File: src/shared/dcf_pkg.sv
// Constants, pin bundles and the register map for the dual clock pin FIFO.
// Assumes one system clock samples all pins; nothing outside this package.
package dcf_pkg;

  localparam int DCF_DATA_W = 8;
  localparam int DCF_DEPTH = 64;
  localparam int DCF_BUF_DEPTH = 16;
  localparam int DCF_ALMOST_OFS = 7;
  localparam int DCF_ADDR_W = 12;

  localparam logic [11:0] DCF_CTRL_OFS = 12'h000;
  localparam logic [11:0] DCF_STATUS_OFS = 12'h004;
  localparam logic [11:0] DCF_LEVEL_OFS = 12'h008;
  localparam logic [11:0] DCF_DEPTH_OFS = 12'h00C;

  localparam int DCF_CTRL_ENABLE_BIT = 0;
  localparam int DCF_CTRL_FLUSH_BIT = 1;
  localparam logic DCF_CTRL_ENABLE_RST = 1'b1;

  localparam int DCF_STAT_EMPTY_BIT = 0;
  localparam int DCF_STAT_AEMPTY_BIT = 1;
  localparam int DCF_STAT_AFULL_BIT = 2;
  localparam int DCF_STAT_FULL_BIT = 3;
  localparam int DCF_STAT_OE_BIT = 4;
  localparam int DCF_STAT_WREF_BIT = 8;
  localparam int DCF_STAT_RREF_BIT = 9;

  typedef struct packed {
    logic write_clock;
    logic read_clock;
    logic write_enable_n;
    logic read_enable_n;
    logic output_enable_n;
    logic reset_n;
    logic [7:0] write_data_in;
  } dcf_pins_t;

  localparam int DCF_PINS_W = $bits(dcf_pins_t);

  localparam dcf_pins_t DCF_PINS_IDLE = '{
    write_clock: 1'b0,
    read_clock: 1'b0,
    write_enable_n: 1'b1,
    read_enable_n: 1'b1,
    output_enable_n: 1'b1,
    reset_n: 1'b1,
    write_data_in: 8'h00
  };

  typedef struct packed {
    logic empty_flag_n;
    logic almost_empty_flag_n;
    logic almost_full_flag_n;
    logic full_flag_n;
  } dcf_flags_t;

  localparam dcf_flags_t DCF_FLAGS_RST = '{
    empty_flag_n: 1'b0,
    almost_empty_flag_n: 1'b0,
    almost_full_flag_n: 1'b1,
    full_flag_n: 1'b1
  };

endpackage : dcf_pkg

File: src/rtl/dcf_fifo.sv
// Dual clock pin FIFO: a storage buffer with Gray pointer crossing and a top level
// that samples the write and read pin clocks, serves flags and an APB register file.
// Assumes clk runs at least four times faster than either pin clock.
//
// Functional notes
// RL1: Storage depth is a build parameter, 64 up to 4096 words of 8 bits.
// RL2: Eight bit write data in, eight bit read data out.
// RL3: Reset clears both pointers; full and almost-full high, empty and almost-empty low.
// RL4: Controlling logic must reset the buffer after power-up before writing.
// RL5: Write clock rise with write enable low stores the word and advances.
// RL6: Writes while full are ignored; contents and write pointer stay.
// RL7: Read clock rise with read enable low presents the word and advances.
// RL8: Reads while empty are ignored; read pointer and output register stay.
// RL9: Output bus is driven only while output enable is low.
// RL10: Empty flag low when nothing stored, produced on the read side.
// RL11: Full flag low when every location holds data, produced on the write side.
// RL12: Almost-empty flag low within seven words of empty, read side.
// RL13: Almost-full flag low within seven words of full, write side.
// RL14: Works with read and write clocks tied or fully asynchronous.
// RL15: A written word reaches the read port without extra staging registers.
// RL16: The producer supplies a free-running write clock and gates with enable only.
// RL17: Almost-empty low at seven or fewer words; almost-full at seven or fewer free.
// RL18: Pointers cross sides as Gray code through two-stage synchronisers.
//
// The placing of the registers and the APB slave port were left to the implementer.
`timescale 1ns/1ps
`default_nettype none

module dcf_buffer #(
  parameter int WIDTH = 8,
  parameter int DEPTH = 16,
  parameter int AW = $clog2(DEPTH)
) (
  // Clock and reset.
  input wire logic clk,
  input wire logic rstn,
  input wire logic clear,
  // Filling side.
  input wire logic in_valid,
  output logic in_ready,
  input wire logic [WIDTH-1:0] in_data,
  output logic [AW:0] wr_count,
  // Draining side.
  output logic out_valid,
  input wire logic out_ready,
  output logic [WIDTH-1:0] out_data,
  output logic [AW:0] rd_count
);

  logic [WIDTH-1:0] mem [DEPTH];
  logic [AW:0] wbin;
  logic [AW:0] rbin;
  logic [AW:0] wgray;
  logic [AW:0] rgray;
  logic [AW:0] wg_s1;
  logic [AW:0] wg_s2;
  logic [AW:0] rg_s1;
  logic [AW:0] rg_s2;
  logic [AW:0] next_wbin;
  logic [AW:0] next_rbin;
  logic do_push;
  logic do_pop;

  function automatic logic [AW:0] bin2gray(input logic [AW:0] b);
    return b ^ (b >> 1);
  endfunction : bin2gray

  function automatic logic [AW:0] gray2bin(input logic [AW:0] g);
    logic [AW:0] b;
    b = '0;
    b[AW] = g[AW];
    for (int i = AW - 1; i >= 0; i--) begin
      b[i] = b[i+1] ^ g[i];
    end
    return b;
  endfunction : gray2bin

  assign next_wbin = wbin + 1'b1;
  assign next_rbin = rbin + 1'b1;
  // Full compares against the synchronised read pointer, so it may stay late, never early.
  assign in_ready = (wgray != {~rg_s2[AW:AW-1], rg_s2[AW-2:0]}); // RL11
  assign out_valid = (rgray != wg_s2); // RL10
  assign do_push = in_valid && in_ready; // RL6
  assign do_pop = out_ready && out_valid; // RL8
  assign wr_count = wbin - gray2bin(rg_s2);
  assign rd_count = gray2bin(wg_s2) - rbin;
  assign out_data = mem[rbin[AW-1:0]]; // RL15

  always_ff @(posedge clk or negedge rstn) begin
    if (!rstn) begin
      wbin <= '0;
      wgray <= '0;
    end else if (clear) begin
      wbin <= '0; // RL3
      wgray <= '0;
    end else if (do_push) begin
      wbin <= next_wbin; // RL5
      wgray <= bin2gray(next_wbin); // RL18
    end
  end

  always_ff @(posedge clk) begin
    if (do_push && !clear) begin
      mem[wbin[AW-1:0]] <= in_data; // RL5
    end
  end

  always_ff @(posedge clk or negedge rstn) begin
    if (!rstn) begin
      rbin <= '0;
      rgray <= '0;
    end else if (clear) begin
      rbin <= '0; // RL3
      rgray <= '0;
    end else if (do_pop) begin
      rbin <= next_rbin; // RL7
      rgray <= bin2gray(next_rbin); // RL18
    end
  end

  // Each side sees the other's pointer through two flip-flops.
  always_ff @(posedge clk or negedge rstn) begin
    if (!rstn) begin
      wg_s1 <= '0;
      wg_s2 <= '0;
      rg_s1 <= '0;
      rg_s2 <= '0;
    end else if (clear) begin
      wg_s1 <= '0;
      wg_s2 <= '0;
      rg_s1 <= '0;
      rg_s2 <= '0;
    end else begin
      wg_s1 <= wgray; // RL18
      wg_s2 <= wg_s1;
      rg_s1 <= rgray; // RL18
      rg_s2 <= rg_s1;
    end
  end

endmodule : dcf_buffer

module dcf_top
  import dcf_pkg::*;
#(
  parameter int DEPTH = dcf_pkg::DCF_DEPTH,
  parameter int AW = $clog2(DEPTH)
) (
  // Clock and reset.
  input wire logic clk,
  input wire logic rstn,
  // APB slave.
  input wire logic psel,
  input wire logic penable,
  input wire logic pwrite,
  input wire logic [dcf_pkg::DCF_ADDR_W-1:0] paddr,
  input wire logic [31:0] pwdata,
  output logic [31:0] prdata,
  output logic pready,
  output logic pslverr,
  // Device pins.
  input wire dcf_pkg::dcf_pins_t pins,
  output logic [7:0] read_data_out,
  output logic read_data_oe,
  output dcf_pkg::dcf_flags_t flags
);

  import dcf_pkg::*;

  logic [DCF_PINS_W-1:0] s1;
  logic [DCF_PINS_W-1:0] s2;
  logic [DCF_PINS_W-1:0] s3;
  logic [DCF_PINS_W-1:0] agreed_v;
  dcf_pins_t agreed;
  dcf_pins_t prev;
  logic ctrl_enable;
  logic flush_pulse;
  logic wr_refused;
  logic rd_refused;
  logic pin_clear;
  logic clear;
  logic wr_req;
  logic rd_req;
  logic in_ready;
  logic out_valid;
  logic [7:0] out_data;
  logic [AW:0] wr_count;
  logic [AW:0] rd_count;
  logic [AW:0] free_count;
  logic setup_phase;
  logic wr_acc;
  logic [31:0] next_prdata;

  function automatic logic reg_mapped(input logic [DCF_ADDR_W-1:0] a);
    return (a == DCF_CTRL_OFS) || (a == DCF_STATUS_OFS) ||
           (a == DCF_LEVEL_OFS) || (a == DCF_DEPTH_OFS);
  endfunction : reg_mapped

  // Pin sampling: three flops, and a bit is taken once the second and third agree.
  always_ff @(posedge clk or negedge rstn) begin
    if (!rstn) begin
      s1 <= DCF_PINS_IDLE;
      s2 <= DCF_PINS_IDLE;
      s3 <= DCF_PINS_IDLE;
    end else begin
      s1 <= pins;
      s2 <= s1;
      s3 <= s2;
    end
  end

  for (genvar i = 0; i < DCF_PINS_W; i++) begin : g_agree
    always_ff @(posedge clk or negedge rstn) begin
      if (!rstn) begin
        agreed_v[i] <= DCF_PINS_IDLE[i];
      end else if (s2[i] == s3[i]) begin
        agreed_v[i] <= s3[i]; // RL14
      end
    end
  end

  assign agreed = dcf_pins_t'(agreed_v);

  always_ff @(posedge clk or negedge rstn) begin
    if (!rstn) begin
      prev <= DCF_PINS_IDLE;
    end else begin
      prev <= agreed;
    end
  end

  // Enables and data are taken from the sample before the clock rise was seen.
  assign pin_clear = !agreed.reset_n; // RL3
  assign clear = pin_clear || flush_pulse;
  assign wr_req = agreed.write_clock && !prev.write_clock && !prev.write_enable_n &&
                  ctrl_enable && !pin_clear; // RL5
  assign rd_req = agreed.read_clock && !prev.read_clock && !prev.read_enable_n &&
                  ctrl_enable && !pin_clear; // RL7

  dcf_buffer #(
    .WIDTH(DCF_DATA_W),
    .DEPTH(DEPTH),
    .AW(AW)
  ) u_buffer (
    .clk(clk),
    .rstn(rstn),
    .clear(clear),
    .in_valid(wr_req),
    .in_ready(in_ready),
    .in_data(prev.write_data_in),
    .wr_count(wr_count),
    .out_valid(out_valid),
    .out_ready(rd_req),
    .out_data(out_data),
    .rd_count(rd_count)
  ); // RL1 RL2

  assign free_count = (AW+1)'(DEPTH) - wr_count;

  always_ff @(posedge clk or negedge rstn) begin
    if (!rstn) begin
      read_data_out <= 8'h00;
    end else if (rd_req && out_valid) begin
      read_data_out <= out_data; // RL7 RL8
    end
  end

  always_ff @(posedge clk or negedge rstn) begin
    if (!rstn) begin
      read_data_oe <= 1'b0;
    end else begin
      read_data_oe <= !agreed.output_enable_n; // RL9
    end
  end

  always_ff @(posedge clk or negedge rstn) begin
    if (!rstn) begin
      flags <= DCF_FLAGS_RST; // RL3
    end else if (clear) begin
      flags <= DCF_FLAGS_RST; // RL3
    end else begin
      flags.empty_flag_n <= out_valid; // RL10
      flags.almost_empty_flag_n <= (rd_count > (AW+1)'(DCF_ALMOST_OFS)); // RL12 RL17
      flags.almost_full_flag_n <= (free_count > (AW+1)'(DCF_ALMOST_OFS)); // RL13 RL17
      flags.full_flag_n <= in_ready; // RL11
    end
  end

  // APB: zero wait states; read data is captured in the setup cycle.
  assign setup_phase = psel && !penable;
  assign wr_acc = psel && penable && pwrite && reg_mapped(paddr);
  assign pready = 1'b1;
  assign pslverr = psel && penable && !reg_mapped(paddr);

  always_ff @(posedge clk or negedge rstn) begin
    if (!rstn) begin
      ctrl_enable <= DCF_CTRL_ENABLE_RST;
      flush_pulse <= 1'b0;
    end else begin
      flush_pulse <= wr_acc && (paddr == DCF_CTRL_OFS) && pwdata[DCF_CTRL_FLUSH_BIT];
      if (wr_acc && (paddr == DCF_CTRL_OFS)) begin
        ctrl_enable <= pwdata[DCF_CTRL_ENABLE_BIT];
      end
    end
  end

  // Refused-request flags: a new event in the clearing cycle keeps the bit set.
  always_ff @(posedge clk or negedge rstn) begin
    if (!rstn) begin
      wr_refused <= 1'b0;
      rd_refused <= 1'b0;
    end else begin
      if (wr_req && !in_ready) begin
        wr_refused <= 1'b1; // RL6
      end else if (wr_acc && (paddr == DCF_STATUS_OFS) && pwdata[DCF_STAT_WREF_BIT]) begin
        wr_refused <= 1'b0;
      end
      if (rd_req && !out_valid) begin
        rd_refused <= 1'b1; // RL8
      end else if (wr_acc && (paddr == DCF_STATUS_OFS) && pwdata[DCF_STAT_RREF_BIT]) begin
        rd_refused <= 1'b0;
      end
    end
  end

  always_comb begin
    next_prdata = 32'h0000_0000;
    case (paddr)
      DCF_CTRL_OFS: begin
        next_prdata[DCF_CTRL_ENABLE_BIT] = ctrl_enable;
      end
      DCF_STATUS_OFS: begin
        next_prdata[DCF_STAT_EMPTY_BIT] = flags.empty_flag_n;
        next_prdata[DCF_STAT_AEMPTY_BIT] = flags.almost_empty_flag_n;
        next_prdata[DCF_STAT_AFULL_BIT] = flags.almost_full_flag_n;
        next_prdata[DCF_STAT_FULL_BIT] = flags.full_flag_n;
        next_prdata[DCF_STAT_OE_BIT] = read_data_oe;
        next_prdata[DCF_STAT_WREF_BIT] = wr_refused;
        next_prdata[DCF_STAT_RREF_BIT] = rd_refused;
      end
      DCF_LEVEL_OFS: begin
        next_prdata = 32'(rd_count);
      end
      DCF_DEPTH_OFS: begin
        next_prdata = 32'(DEPTH);
      end
      default: begin
        next_prdata = 32'h0000_0000;
      end
    endcase
  end

  always_ff @(posedge clk or negedge rstn) begin
    if (!rstn) begin
      prdata <= 32'h0000_0000;
    end else if (setup_phase && !pwrite) begin
      prdata <= next_prdata;
    end
  end

endmodule : dcf_top

`default_nettype wire

File: config.mk
export PLATFORM = sky130hd
export DESIGN_NAME = dcf_top
export DESIGN_NICKNAME = d
export VERILOG_FILES = /design/src/shared/dcf_pkg.sv /design/src/rtl/dcf_fifo.sv
export SDC_FILE = /design/constraint.sdc
export NUM_CORES = 1
export LEC_CHECK = 0
export BUFFER_PORTS_ARGS = -buffer_cell sky130_fd_sc_hd__buf_2
export CAP_MARGIN = 20
export CORE_MARGIN = 2
export CORE_UTILIZATION = 60
export DETAILED_ROUTE_END_ITERATION = 10
export PLACE_DENSITY = 0.78
export SLEW_MARGIN = 20
export SYNTH_ARGS = -nofsm -noshare
export SYNTH_HDL_FRONTEND = slang
export SYNTH_SLANG_ARGS = --single-unit
File: constraint.sdc
create_clock -name clk -period 7 [get_ports clk]
set_input_delay 1.4 -clock clk [delete_from_list [all_inputs] [get_ports clk]]
set_output_delay 1.4 -clock clk [all_outputs]
set_load 0.01 [all_outputs]
==> results by group <==
STA
  • Setup repair after global routing missed its margin: no
  • Post-route clock period utilization: 0.547
  • Min cycle time layout: 3.83 ns
  • Final number of hold-violating endpoints: 0
  • Final clock skew: 0.0251 ns
  • Fmax: 0.261 GHz
  • Final setup slack of the worst path: 3.17 ns
  • Aggregate negative setup slack: 0 ns
  • Worst hold-check slack: 0.341 ns
  • Final count of negative-setup-slack endpoints: 0
  • Transition at the pin with the smallest max-transition slack: 1.09 ns
  • Number of max-slew violations in the final report: 0
  • Slew HR: 0.271

Final layout
  • Fill cells: 2,801
  • Synthesis-to-finish area growth: 10.6%
  • Most common cell after layout, fill and taps aside: sky130_fd_sc_hd__edfxtp_1
  • Antenna Cells: 0
  • Layout Cells excl Fill: 2,235
  • Fraction of final layout cells sized beyond drive strength 1: 0.181
  • Share of the core filled with cells: 0.673
  • Fin area: 0.0291 mm^2
  • Number of nets in the final layout: 1,683
  • Most used cells in the layout excluding fill and tap cells: sky130_fd_sc_hd__edfxtp_1 (512), sky130_fd_sc_hd__dfrtp_1 (116), sky130_fd_sc_hd__nor2_1 (111), sky130_fd_sc_hd__mux2i_1 (99), sky130_fd_sc_hd__nand2_1 (85)

Setup path
  • Largest stage delay on the critical path: 0.35 ns
  • Crit path max fanout: 4
  • Critical path's slowest cell: sky130_fd_sc_hd__nor4_1
  • Crit path cell chain: buf_2 > nor4_1 > nand3_1 > and3_1 > buf_2
  • Most prevalent standard cell on the critical path: sky130_fd_sc_hd__buf_2
  • Logic depth of the worst path, buffers included: 5
  • Critical setup path kind: in -> out
  • Kind of end point of the critical path: output pin
  • WP data required: 5.60 ns
  • Sort of element at the start of the critical path: input port
  • Category of cells accounting for the largest share of critical-path delay: simple AND/OR/NAND/NOR gates
  • Arrival time at the worst endpoint: 2.43 ns
  • Number of cells traversed by the worst register-to-register path: 15
  • Combined buffer and inverter count along the critical path: 2

Yosys
  • Warnings from Yosys: 0
  • Number of synthesized register bits: 660
  • Post-synth design cell area: 0.0263 mm^2
  • Part of the Yosys area used for sequential elements: 0.727
  • Synth Instances: 1,532
  • Synth unique cells: 64
  • Post-synth EDFFs: 512
  • Post-synthesis async set-or-reset flop share: 0.224
  • Synth Flop Type: sky130_fd_sc_hd__edfxtp_1
  • Avg Cell Area, Syn: 17.1 um^2

Global route
  • Number of antenna violations at the first check in global routing: 1
  • GRT overflow: 0
  • Global-route total usage across every layer: 0.249
  • Global-route met2 utilization: 0.402
  • Layer with the highest usage after global routing: met2
  • Wire length of the first global-routing pass: 82,400 um
  • Vias in the first global route: 13.8k
  • Met1 Resource Use GR: 0.342
  • Global routing usage on met3: 0.0506
  • Maximum number of pins on one net before global-route repair: 115

Power and ir drop
  • Cell leakage power: 9.78 nW
  • Part of the total power dissipated in sequential elements: 0.556
  • PwrDens: 273 mW/mm^2
  • Overall power: 7.93 mW
  • Sw power: 1.58 mW
  • Switching share of power: 0.199
  • Max VDD drop: 190 uV
  • Internal power contribution: 6.35 mW
  • Logic gate share of total power: 0.009
  • Clock network fraction of design power: 0.436

Placement
  • HPWL after detailed placement: 32,400 um
  • Post-placement cell area: 0.0269 mm^2
  • Setup slack after placement: 3.19 ns
  • RD Place Congestion: 0.835
  • Number of buffers added on ports: 57
  • Placed cells: 2,114

Clocking
  • Buffers inserted during post-CTS setup optimization: 0
  • Cts bufs inserted: 67
  • Hold buffer count at cts: 0
  • Level count of the clock H-tree: 3
  • Register clock-pin slew on the reported worst setup and hold paths: 0.06 ns
  • Clk sinks: 660
  • Root Driver: sky130_fd_sc_hd__clkbuf_16
  • Latest clock arrival within the worst-skew pair: 0.60 ns
  • TritonCTS clock tree: built
  • Maximum clock path buffer count: 3
  • Count of instances resized after the clock tree is built: 0

Floorplanning
  • Placeable core region: 0.0432 mm^2
  • Placement row count: 76
  • Overall die height: 213 um
  • Starting utilization of the core area: 0.609
  • Die Wd: 213 um
  • Die footprint: 0.0455 mm^2
  • # IOs: 110

Min path
  • Type of the worst min-delay path: reg -> reg
  • Hold path depth: 0

Drt
  • Vias after detailed routing: 13.7k
  • Sum of routed wire length over all layers: 54,700 um
  • Remaining DRCs: 0
  • Iter 0 DRT Violations: 1,625
  • ANT nets after route: 0
  • Routed len/inst: 24.5 um
  • Via-to-Cell Ratio: 6.12
  • First-pass iteration count of the detailed router: 5

Flow run
  • Max_cap viols: 0

Status
  • Result of the run: finished clean
## cells by family (layout without fill, tap and decap cells)
kind of cell	after synthesis	after routing	synth area share
and+or+nand+nor	304	304	0.0549
adders and majority gates	35	35	0.0159
muxes	180	180	0.107
xor gates and xnor gates	65	65	0.0228
AOI/OAI and AO/OA	166	166	0.0459
DFF	660	660	0.727
buffers and inverters	120	216	0.0263
other	2	24	0.000286
## final timing paths
kind,startpoint,to,slack (ns)
max reg2reg,u_buffer.wg_s2[6],prdata[6],3.30
max,paddr[1],pslverr,3.17
min reg2reg,s1[4],s2[4],0.34
min in group asynchronous,rstn,agreed[1],0.87
max in group asynchronous,rstn,u_buffer.rbin[0],4.72
min,s1[4],s2[4],0.34
## Yosys cell counts, types with 19 or more instances
cell | number | area (um^2)
sky130_fd_sc_hd__ha_1 | 19 | 238
sky130_fd_sc_hd__and2_1 | 32 | 200
sky130_fd_sc_hd__a22oi_1 | 32 | 240
sky130_fd_sc_hd__a21oi_1 | 27 | 135
sky130_fd_sc_hd__dfrtp_1 | 127 | 3180
sky130_fd_sc_hd__nor2_1 | 111 | 417
sky130_fd_sc_hd__xnor2_1 | 45 | 394
sky130_fd_sc_hd__buf_4 | 37 | 278
sky130_fd_sc_hd__clkbuf_1 | 27 | 101
sky130_fd_sc_hd__inv_1 | 25 | 93.8
sky130_fd_sc_hd__mux4_2 | 80 | 1800
sky130_fd_sc_hd__edfxtp_1 | 512 | 15400
sky130_fd_sc_hd__nand2_1 | 85 | 319
sky130_fd_sc_hd__nor3_1 | 21 | 105
sky130_fd_sc_hd__dfstp_2 | 21 | 552
sky130_fd_sc_hd__mux2i_1 | 99 | 991
## per-layer routing
layer / up-vias / wire [um]
met1: 6969 / 21500
met5: - / 13
li1: 5981 / -
met3: 115 / 4810
met2: 612 / 26800
met4: 2 / 1640
## flip-flops by register name, summed over array words and instances, names as in the netlist, 4 cells and up
name            count
u_buffer.wgray      7
u_buffer.wg_s1      7
s2                 14
s1                 14
prev               12
s3                 14
u_buffer.rbin       6
flags               4
prdata              9
u_buffer.wg_s2      7
read_data_out       8
u_buffer.rg_s1      7
u_buffer.rg_s2      7
u_buffer.mem      512
u_buffer.wbin       6
agreed             14
u_buffer.rgray      7
## final cells by class
class,count,area (um^2),area share
Tap cell,585,732,0.0252
Multi-Input combinational cell,774,6560,0.226
Sequential cell,660,19100,0.658
Clock buffer,89,1900,0.0655
Clock inverter,31,225,0.00775
Inverter,26,97.6,0.00336
Timing Repair Buffer,70,414,0.0142
## power groups by stage
stage	combinational (mW)	clock [mW]	sequential (mW)
after floorplan	0.0346	0	4.45
after global placement	0.0575	0	4.49
after detailed placement	0.0592	0	4.50
after CTS	0.0592	3.50	4.42
after global routing	0.0780	3.65	4.42
final	0.0677	3.46	4.41
## worst reg2reg max path: cells and delay by family, from the launching register on
family / cells / cell delay (ns)
XOR/XNOR: 6 / 1.32
AO/OA/AOI/OAI: 3 / 0.64
adder cells (fa/ha/maj): 2 / 0.62
AND/OR/NAND/NOR: 3 / 0.54
flip-flops: 1 / 0.41
buffers and inverters: 1 / 0.06
(Power assumes the default switching activity.)
